File: src/rtl/adhp_pkg.sv
// Constants shared by the converter host port and configuration block.
// Assumes the block runs on one 40 MHz system clock with all pins sampled.
package adhp_pkg;

    // ************************************************************
    // Configuration register layout
    // ************************************************************
    localparam int CFG_W = 32;
    localparam logic [31:0] CFG_RESET = 32'h000003ff;
    // Bits that stay active in hardware mode: 22..18, 15..13 and 9..0.
    localparam logic [31:0] HW_ACTIVE_MASK = 32'h007ce3ff;
    localparam int UPPER_LSB = 24;
    localparam int BYTE_W = 8;
    localparam int WORD_W = 16;
    localparam int LOW_W = 24;
    localparam int DAC_LSB = 0;
    localparam int DAC_W = 10;
    localparam int VREF_BIT = 18;
    localparam int FULL_UPD_BIT = 16;
    localparam int SEQ_BIT = 23;

    // ************************************************************
    // Reference output scaling
    // ************************************************************
    localparam int REF_PROD_W = 22;
    localparam logic [21:0] RANGE_LO_MV = 22'h0009c4;
    localparam logic [21:0] RANGE_HI_MV = 22'h000bb8;
    localparam int REF_SHIFT = 10;
    localparam int REF_MV_W = 12;

    // ************************************************************
    // Ports, frames and counters
    // ************************************************************
    localparam int RES_BITS = 16;
    localparam int NUM_RES = 6;
    localparam int SYNC_W = 32;
    localparam int SEL_B = 1;
    localparam int SEL_C = 2;
    localparam int SH_A_W = 96;
    localparam int SH_B_W = 48;
    localparam int SH_C_W = 32;
    localparam int FALL_W = 7;
    localparam logic [6:0] FALL_LAST = 7'h1f;
    localparam logic [6:0] FALL_MAX = 7'h7f;
    localparam logic [1:0] WR_FIRST = 2'h0;
    localparam logic [1:0] WR_SECOND = 2'h1;
    localparam logic [1:0] WR_THIRD = 2'h2;
    localparam logic [3:0] RD_LAST_WORD = 4'h5;
    localparam logic [3:0] RD_LAST_BYTE = 4'hb;

endpackage

File: src/rtl/adhp_sync2.sv
// Two-stage synchroniser for a bundle of pins from outside the clock domain.
// Assumes each bit is an independent level; words must be held stable.
`timescale 1ns/10ps
module adhp_sync2 #(
    parameter int W = 1
) (
    input wire logic clk,
    input wire logic resetn,
    input wire logic [W-1:0] d,
    output logic [W-1:0] q
);
    typedef struct packed {
        logic [W-1:0] meta;
        logic [W-1:0] q;
    } adhp_sync_t;

    adhp_sync_t st_r;
    adhp_sync_t st_nxt;

    // The first stage feeds only the second stage.
    always_comb begin
        st_nxt = st_r;
        st_nxt.meta = d;
        st_nxt.q = st_r.meta;
    end

    // State register.
    always_ff @(posedge clk or negedge resetn) begin
        if (!resetn) begin
            st_r <= '0;
        end else begin
            st_r <= st_nxt;
        end
    end

    assign q = st_r.q;
endmodule // adhp_sync2

File: src/rtl/adhp_host_port.sv
// Host port and configuration register of a six-channel sampling converter.
// Assumes results arrive on clk and all host pins are asynchronous.
// Behaviour
// - Reference output equals range times code plus one over 1024.
// - Configuration bit 18 picks the 2.5 V or the 3 V range.
// - Bus width select low gives 16-bit words, high gives 8-bit bytes.
// - In byte-mode reads byte order select picks which byte comes first.
// - Each serial transfer starts on a falling edge of frame sync.
// - Serial results go MSB first, changing on rising serial clock.
// - Narrow results are padded to 16 bits with leading zeros.
// - Serial input bits are captured on falling serial clock edges.
// - Three outputs: each carries its pair, first then second channel.
// - Two outputs: A0 A1 C0 on first, B0 B1 C1 on second.
// - One output: A0 A1 B0 B1 C0 C1 on the first output.
// - Hardware mode keeps only bit groups 22..18, 15..13 and 9..0.
// - Hardware mode with serial port ignores bits 31..24.
// - Software mode: register alone; pair A start drives all unless sequential.
// - First parallel write sets bits 31..24; word mode holds 23..16 pending.
// - Serial access updates all bits only when bit 16 is one.
// - Register changes only in software mode and survives mode switches.
// - Updates apply at write strobe rise or 32nd falling serial clock.
`timescale 1ns/10ps
module adhp_host_port (
    input wire logic clk,
    input wire logic resetn,
    input wire logic port_type_select,
    input wire logic bus_width_select,
    input wire logic byte_order_select,
    input wire logic config_source_select,
    input wire logic chip_select_n,
    input wire logic write_n,
    input wire logic read_n,
    input wire logic [15:0] db_in,
    output logic [15:0] db_out,
    output logic db_oe,
    input wire logic frame_sync_in,
    input wire logic serial_clk,
    input wire logic serial_in,
    input wire logic [2:0] port_enable,
    output logic serial_out_first,
    output logic serial_out_second,
    output logic serial_out_third,
    input wire logic pair_a_convert_start,
    input wire logic pair_b_convert_start,
    input wire logic pair_c_convert_start,
    input wire logic [adhp_pkg::RES_BITS-1:0] result_a0,
    input wire logic [adhp_pkg::RES_BITS-1:0] result_a1,
    input wire logic [adhp_pkg::RES_BITS-1:0] result_b0,
    input wire logic [adhp_pkg::RES_BITS-1:0] result_b1,
    input wire logic [adhp_pkg::RES_BITS-1:0] result_c0,
    input wire logic [adhp_pkg::RES_BITS-1:0] result_c1,
    output logic [2:0] convert_start_out,
    output logic [31:0] effective_config,
    output logic [31:0] converter_configuration,
    output logic [9:0] reference_dac_code,
    output logic [11:0] reference_output_mv
);
    // ************************************************************
    // State and helpers
    // ************************************************************
    typedef struct packed {
        logic [adhp_pkg::CFG_W-1:0] cfg;
        logic [adhp_pkg::WORD_W-1:0] pend;
        logic [1:0] wr_cnt;
        logic [3:0] rd_idx;
        logic wr_n_d;
        logic rd_n_d;
        logic fs_d;
        logic sclk_d;
        logic in_frame;
        logic [adhp_pkg::FALL_W-1:0] fall_cnt;
        logic [adhp_pkg::CFG_W-1:0] sdi_sh;
        logic [adhp_pkg::SH_A_W-1:0] sh_a;
        logic [adhp_pkg::SH_B_W-1:0] sh_b;
        logic [adhp_pkg::SH_C_W-1:0] sh_c;
        logic [adhp_pkg::WORD_W-1:0] dbo;
        logic [adhp_pkg::REF_MV_W-1:0] ref_mv;
        logic [adhp_pkg::CFG_W-1:0] eff;
        logic [2:0] cvs;
        logic [2:0] live;
    } adhp_state_t;

    adhp_state_t st_r;
    adhp_state_t st_nxt;

    logic [adhp_pkg::SYNC_W-1:0] sync_q;
    logic port_type_s, bus_width_s, byte_order_s, cfg_src_s;
    logic cs_n_s, wr_n_s, rd_n_s, fs_s, sclk_s, sdi_s;
    logic [2:0] sel_s;
    logic [2:0] cvs_s;
    logic [15:0] db_s;
    logic wr_ev, rd_rise, fs_fall, fs_rise, sclk_rise, sclk_fall, ser_upd;
    logic [adhp_pkg::CFG_W-1:0] sdi_word;
    logic [adhp_pkg::WORD_W-1:0] res [adhp_pkg::NUM_RES];
    logic [adhp_pkg::REF_PROD_W-1:0] ref_prod;
    logic [adhp_pkg::WORD_W-1:0] rd_word;

    // Narrow results are widened with zeros above the top bit.
    function automatic logic [15:0] pad(input logic [adhp_pkg::RES_BITS-1:0] r);
        pad = 16'(r);
    endfunction

    // Every host pin passes the synchroniser before any logic sees it.
    adhp_sync2 #(.W(adhp_pkg::SYNC_W)) u_sync (
        .clk(clk),
        .resetn(resetn),
        .d({port_type_select, bus_width_select, byte_order_select,
            config_source_select, chip_select_n, write_n, read_n,
            frame_sync_in, serial_clk, serial_in, port_enable,
            pair_c_convert_start, pair_b_convert_start, pair_a_convert_start,
            db_in}),
        .q(sync_q)
    );

    assign {port_type_s, bus_width_s, byte_order_s, cfg_src_s, cs_n_s, wr_n_s,
            rd_n_s, fs_s, sclk_s, sdi_s, sel_s, cvs_s, db_s} = sync_q;

    // Edge events; strobes count only while chip select is low.
    // The synchroniser leaves reset at zero, so strobe edges wait until every stage holds pin levels.
    assign wr_ev = wr_n_s & ~st_r.wr_n_d & ~cs_n_s & ~port_type_s & cfg_src_s
                   & (&st_r.live);
    assign rd_rise = rd_n_s & ~st_r.rd_n_d & ~cs_n_s & ~port_type_s & (&st_r.live);
    assign fs_fall = ~fs_s & st_r.fs_d & port_type_s;
    assign fs_rise = fs_s & ~st_r.fs_d;
    assign sclk_rise = sclk_s & ~st_r.sclk_d;
    assign sclk_fall = ~sclk_s & st_r.sclk_d;
    assign sdi_word = {st_r.sdi_sh[adhp_pkg::CFG_W-2:0], sdi_s};
    // The 32nd falling edge commits the word; hardware mode never writes.
    assign ser_upd = st_r.in_frame & sclk_fall & cfg_src_s
                     & (st_r.fall_cnt == adhp_pkg::FALL_LAST);

    // Result table, padded once for all readers.
    always_comb begin
        res[0] = pad(result_a0);
        res[1] = pad(result_a1);
        res[2] = pad(result_b0);
        res[3] = pad(result_b1);
        res[4] = pad(result_c0);
        res[5] = pad(result_c1);
    end

    // ************************************************************
    // Next-state logic
    // ************************************************************
    always_comb begin
        st_nxt = st_r;
        st_nxt.wr_n_d = wr_n_s;
        st_nxt.rd_n_d = rd_n_s;
        st_nxt.fs_d = fs_s;
        st_nxt.sclk_d = sclk_s;
        st_nxt.live = {st_r.live[1:0], 1'b1};
        rd_word = '0;

        // Parallel configuration writes; the upper byte lands at once.
        if (wr_ev) begin
            if (st_r.wr_cnt == adhp_pkg::WR_FIRST) begin
                st_nxt.cfg[adhp_pkg::UPPER_LSB +: adhp_pkg::BYTE_W] =
                    db_s[adhp_pkg::BYTE_W +: adhp_pkg::BYTE_W];
                if (!bus_width_s) begin
                    st_nxt.pend[adhp_pkg::BYTE_W +: adhp_pkg::BYTE_W] =
                        db_s[adhp_pkg::BYTE_W-1:0];
                end
                st_nxt.wr_cnt = adhp_pkg::WR_SECOND;
            end else if (!bus_width_s) begin
                st_nxt.cfg[adhp_pkg::LOW_W-1:0] =
                    {st_r.pend[adhp_pkg::BYTE_W +: adhp_pkg::BYTE_W], db_s};
                st_nxt.wr_cnt = adhp_pkg::WR_FIRST;
            end else if (st_r.wr_cnt == adhp_pkg::WR_SECOND) begin
                st_nxt.pend[adhp_pkg::BYTE_W +: adhp_pkg::BYTE_W] =
                    db_s[adhp_pkg::BYTE_W +: adhp_pkg::BYTE_W];
                st_nxt.wr_cnt = adhp_pkg::WR_THIRD;
            end else if (st_r.wr_cnt == adhp_pkg::WR_THIRD) begin
                st_nxt.pend[adhp_pkg::BYTE_W-1:0] =
                    db_s[adhp_pkg::BYTE_W +: adhp_pkg::BYTE_W];
                st_nxt.wr_cnt = st_r.wr_cnt + 2'h1;
            end else begin
                st_nxt.cfg[adhp_pkg::LOW_W-1:0] =
                    {st_r.pend, db_s[adhp_pkg::BYTE_W +: adhp_pkg::BYTE_W]};
                st_nxt.wr_cnt = adhp_pkg::WR_FIRST;
            end
        end

        // Parallel result reads step through the six words or twelve bytes.
        if (rd_rise) begin
            if (st_r.rd_idx == (bus_width_s ? adhp_pkg::RD_LAST_BYTE
                                            : adhp_pkg::RD_LAST_WORD)) begin
                st_nxt.rd_idx = '0;
            end else begin
                st_nxt.rd_idx = st_r.rd_idx + 4'h1;
            end
        end

        // Releasing chip select abandons a partial write or read sequence.
        if (cs_n_s) begin
            st_nxt.wr_cnt = adhp_pkg::WR_FIRST;
            st_nxt.rd_idx = '0;
        end

        // Byte mode presents each byte on the upper data lines.
        if (bus_width_s) begin
            rd_word = res[st_r.rd_idx[3:1]];
            st_nxt.dbo = '0;
            if (st_r.rd_idx[0] ^ byte_order_s) begin
                st_nxt.dbo[adhp_pkg::BYTE_W +: adhp_pkg::BYTE_W] =
                    rd_word[adhp_pkg::BYTE_W +: adhp_pkg::BYTE_W];
            end else begin
                st_nxt.dbo[adhp_pkg::BYTE_W +: adhp_pkg::BYTE_W] =
                    rd_word[adhp_pkg::BYTE_W-1:0];
            end
        end else begin
            rd_word = res[st_r.rd_idx[2:0]];
            st_nxt.dbo = rd_word;
        end

        // Serial frame: load on frame start, shift on the clock edges.
        if (fs_fall) begin
            st_nxt.in_frame = 1'b1;
            st_nxt.fall_cnt = '0;
            st_nxt.sh_b = '0;
            st_nxt.sh_c = '0;
            if (sel_s[adhp_pkg::SEL_C] && sel_s[adhp_pkg::SEL_B]) begin
                st_nxt.sh_a = {res[0], res[1], 64'h0};
                st_nxt.sh_b = {res[2], res[3], 16'h0};
                st_nxt.sh_c = {res[4], res[5]};
            end else if (sel_s[adhp_pkg::SEL_B]) begin
                st_nxt.sh_a = {res[0], res[1], res[4], 48'h0};
                st_nxt.sh_b = {res[2], res[3], res[5]};
            end else begin
                st_nxt.sh_a = {res[0], res[1], res[2], res[3], res[4], res[5]};
            end
        end else if (fs_rise) begin
            st_nxt.in_frame = 1'b0;
        end else if (st_r.in_frame) begin
            // The first bit is already out; shifting waits for one sample.
            if (sclk_rise && st_r.fall_cnt != '0) begin
                st_nxt.sh_a = {st_r.sh_a[adhp_pkg::SH_A_W-2:0], 1'b0};
                st_nxt.sh_b = {st_r.sh_b[adhp_pkg::SH_B_W-2:0], 1'b0};
                st_nxt.sh_c = {st_r.sh_c[adhp_pkg::SH_C_W-2:0], 1'b0};
            end
            if (sclk_fall) begin
                st_nxt.sdi_sh = sdi_word;
                if (st_r.fall_cnt != adhp_pkg::FALL_MAX) begin
                    st_nxt.fall_cnt = st_r.fall_cnt + 7'h1;
                end
            end
        end

        // Serial configuration commit, full or upper byte only.
        if (ser_upd) begin
            if (sdi_word[adhp_pkg::FULL_UPD_BIT]) begin
                st_nxt.cfg = sdi_word;
            end else begin
                st_nxt.cfg[adhp_pkg::UPPER_LSB +: adhp_pkg::BYTE_W] =
                    sdi_word[adhp_pkg::UPPER_LSB +: adhp_pkg::BYTE_W];
            end
        end

        // Hardware mode masks the groups that the pins own.
        if (cfg_src_s) begin
            st_nxt.eff = st_r.cfg;
        end else begin
            st_nxt.eff = st_r.cfg & adhp_pkg::HW_ACTIVE_MASK;
        end

        // Software mode without sequencing fans pair A start out to all pairs.
        if (cfg_src_s && !st_r.cfg[adhp_pkg::SEQ_BIT]) begin
            st_nxt.cvs = {3{cvs_s[0]}};
        end else begin
            st_nxt.cvs = cvs_s;
        end

        // Reference level in millivolts; the shift divides by 1024.
        ref_prod = (st_r.cfg[adhp_pkg::VREF_BIT] ? adhp_pkg::RANGE_HI_MV
                                                 : adhp_pkg::RANGE_LO_MV)
                   * (22'(st_r.cfg[adhp_pkg::DAC_LSB +: adhp_pkg::DAC_W]) + 22'h1);
        st_nxt.ref_mv = ref_prod[adhp_pkg::REF_SHIFT +: adhp_pkg::REF_MV_W];
    end

    // State register; the configuration resets to its documented value.
    always_ff @(posedge clk or negedge resetn) begin
        if (!resetn) begin
            st_r <= '0;
            st_r.cfg <= adhp_pkg::CFG_RESET;
            st_r.wr_n_d <= 1'b1;
            st_r.rd_n_d <= 1'b1;
        end else begin
            st_r <= st_nxt;
        end
    end

    // ************************************************************
    // Outputs
    // ************************************************************
    // The data bus drives only while a parallel read is in progress.
    assign db_oe = ~cs_n_s & ~rd_n_s & ~port_type_s & (&st_r.live);
    assign db_out = st_r.dbo;
    assign serial_out_first = st_r.sh_a[adhp_pkg::SH_A_W-1];
    assign serial_out_second = st_r.sh_b[adhp_pkg::SH_B_W-1];
    assign serial_out_third = st_r.sh_c[adhp_pkg::SH_C_W-1];
    assign convert_start_out = st_r.cvs;
    assign effective_config = st_r.eff;
    assign converter_configuration = st_r.cfg;
    assign reference_dac_code = st_r.cfg[adhp_pkg::DAC_LSB +: adhp_pkg::DAC_W];
    assign reference_output_mv = st_r.ref_mv;
endmodule // adhp_host_port

File: config.mk
export PLATFORM = sky130hd
export DESIGN_NAME = adhp_host_port
export DESIGN_NICKNAME = d
export VERILOG_FILES = /design/src/rtl/adhp_pkg.sv /design/src/rtl/adhp_sync2.sv /design/src/rtl/adhp_host_port.sv
export SDC_FILE = /design/constraint.sdc
export NUM_CORES = 1
export LEC_CHECK = 0
export BUFFER_PORTS_ARGS = -buffer_cell sky130_fd_sc_hd__buf_2
export CORE_MARGIN = 4
export CORE_UTILIZATION = 54
export DETAILED_ROUTE_END_ITERATION = 8
export HOLD_SLACK_MARGIN = 0.06
export PLACE_DENSITY = 0.77
export SLEW_MARGIN = 20
export SYNTH_ARGS = -nofsm -noshare
export SYNTH_HDL_FRONTEND = slang
export SYNTH_HIERARCHICAL = 1
export SYNTH_SLANG_ARGS = --single-unit
File: constraint.sdc
create_clock -name clk -period 5.4 [get_ports clk]
set_input_delay 0.27 -clock clk [delete_from_list [all_inputs] [get_ports clk]]
set_output_delay 0.27 -clock clk [all_outputs]
set_load 0.01 [all_outputs]
==> results_dict.tcl <==
set metrics [dict create \
    worstPathRequired_ns 5.89 \
    place_hpwl_um 38400 \
    viasPerCell 5.86 \
    leakage_nw 11.6 \
    report.final.setup_viol 0 \
    clk_pin_slew_ns 0.06 \
    gp_congestion 0.945 \
    setup_tns_ns 0 \
    r2r_start "converter_configuration[1]" \
    crit_arrival_ns 5.72 \
    io_buffers 237 \
    grt_pass1_wl_um 88700 \
    io_pins 239 \
    layout_min_cycle_time_ns 5.23 \
    powerDensity_mw_per_mm2 323 \
    ant_nets 0 \
    timing.fmax_ghz 0.191 \
    cts_tree "done" \
    fin_crit_sh_pct 96.9 \
    dr.first_iter.drc_count 1782 \
    multi_input_area_sq_mm 0.00927 \
    synthCells 1960 \
    synth_area_sq_mm 0.0208 \
    dieArea_sq_mm 0.0418 \
    num_vias 15900 \
    insertion_delay_ns 0.58 \
    wl_per_cell_um 20.9 \
    hold_viol 0 \
    seq_area_sq_mm 0.0101 \
    tightest_slew_ns 1.20 \
    antenna_found_initial 1 \
    core_sq_mm 0.0378 \
    hold_path_depth 3 \
    cp_max_fo 6 \
    nNetsFinal 2415 \
    fp.dieW_um 204 \
    grt_max_degree 151 \
    worst_setup_path_start_kind "flip-flop" \
    grt_pass1_vias 16100 \
    grtUsageTotal_pct 26.9 \
    setup_slack_ns 0.166 \
    rows 71 \
    routed_wl_um 56700 \
    hp-start "result_c0[9]" \
    gr-total-overflow 0 \
    min-delay-path-class "input pin to flip-flop" \
    start_util_pct 55.0 \
    dr.pass1.iters 5 \
    place_ws_ns 0.0252 \
    peakVddDrop_uv 273 \
    cts_root_buf "clkbuf_16" \
    cts_inserted_buffers 43 \
    drive_above_1_share_pct 22.5 \
    htree_num_levels 2 \
    cap_violations 0 \
    nFillCells 2857 \
    ff2ff_setup_slack_ns 0.17 \
    path_class "flip-flop to flip-flop" \
    die_h_um 204 \
    min_to "st_r[171]" \
    synth_warnings 6 \
    syn2layout_area_growth_pct 17.7 \
    drc 0 \
    fin_util_pct 64.8 \
    r2r-end "reference_output_mv[10]" \
    clockBufferDepth 3 \
    rr_worst_depth 19 \
    drv_slew 0 \
    cts.sinks 401 \
    avgSynthCellArea_sq_um 10.6 \
    outcome "completed" \
    fin_worst_skew_ns 0.0268 \
    endpoint_kind "flip-flop" \
    relSlewSlack_pct 19.8 \
]
cell type report:
type	count	share of cell area (%)
diodes	1	0.0102
clock buffers	60	5.06
flip-flops and latches	401	41.0
clock inverters	20	1.03
multi-input cells	1231	37.8
well taps	511	2.61
inverters	97	1.49
repair buffers	391	11.0
worst max path at each step:
stage	end	startpoint	cells past startpoint	slack (ns)
6_report	reference_output_mv[10]	converter_configuration[1]	19	0.17
5_1_grt	reference_output_mv[11]	converter_configuration[1]	18	-0.05
4_1_cts	reference_output_mv[9]	converter_configuration[1]	18	0.02
3_5_place_dp	reference_output_mv[9]	converter_configuration[1]	20	0.03
3_3_place_gp	reference_output_mv[9]	converter_configuration[1]	17	0.19
2_1_floorplan	reference_output_mv[9]	converter_configuration[2]	17	0.13
routing by layer:
layer / wire [um] / part of all wire (%) / vias to the layer above / track usage [%]
met3: 4740 / 8.4 / 165 / 5.05
li1: - / - / 7067 / -
met5: 0 / 0 / - / 0
met1: 22900 / 40 / 7890 / 37.0
met4: 2440 / 4.3 / 0 / 11.1
met2: 26600 / 47 / 780 / 42.7
power breakdown:
| part | internal [mW] | total, mW | switching, mW |
|---|---|---|---|
| sequential | 3.48 | 3.78 | 0.301 |
| combinational | 0.464 | 1.06 | 0.597 |
| clock | 1.81 | 3.08 | 1.26 |
| total | 5.75 | 7.91 | 2.16 |
timing repair:
| action | 4_1_cts | 5_1_grt |
|---|---|---|
| resized for setup | 2 | 25 |
| endpoints found under the setup margin | 1 | 10 |
| setup buffers | 0 | 5 |
| hold endpoints to repair | 266 | 0 |
| hold buffers | 112 | 0 |
| pin swaps | 0 | 10 |
registers in the layout, summed over array words and instances, names as in the netlist:
| signal | cells |
|---|---|
| st_nxt | 2 |
| serial_out_first | 1 |
| reference_output_mv | 12 |
| convert_start_out | 3 |
| st_r | 208 |
| u_sync/st_nxt | 31 |
| serial_out_second | 1 |
| db_out | 16 |
| sdi_word | 31 |
| effective_config | 32 |
| serial_out_third | 1 |
| u_sync/q | 31 |
| converter_configuration | 32 |
per-stage QoR:
step	instance area, sq um	hold slack (ns)	power, mW	instances
2_1_floorplan	20800	-0.0256	4.40	1963
3_3_place_gp	21700	0.332	4.72	2513
3_5_place_dp	21700	0.337	4.79	2514
4_1_cts	24400	0.0637	7.94	2706
5_1_grt	24500	0.0874	8.27	2712
6_report	24500	0.0863	7.91	2712
cell usage in the layout, fill, tap and decap left out, types with 66 or more instances in the layout:
cell / count
nor2_1: 337
buf_2: 236
o21ai_0: 72
dlygate4sd3_1: 112
ha_1: 66
dfrtp_1: 386
mux2i_1: 72
a21oi_1: 117
a221oi_1: 133
inv_1: 96
nand2_1: 115
worst max-delay path: stages, from the launching register on:
cell and delay (ns):
dfstp_2 0.60, ha_4 0.18, nand4_1 0.17, xor2_2 0.35
buf_6 0.17, nor2_2 0.05, fa_1 0.53, fa_1 0.44
fa_1 0.49, inv_1 0.05, fa_1 0.47, inv_1 0.04
ha_1 0.28, ha_1 0.32, and2_1 0.20, and4_1 0.22
a21oi_1 0.14, nand2_1 0.12, a21oi_1 0.21, xnor2_1 0.13
Power figures use the tool's default switching activity.
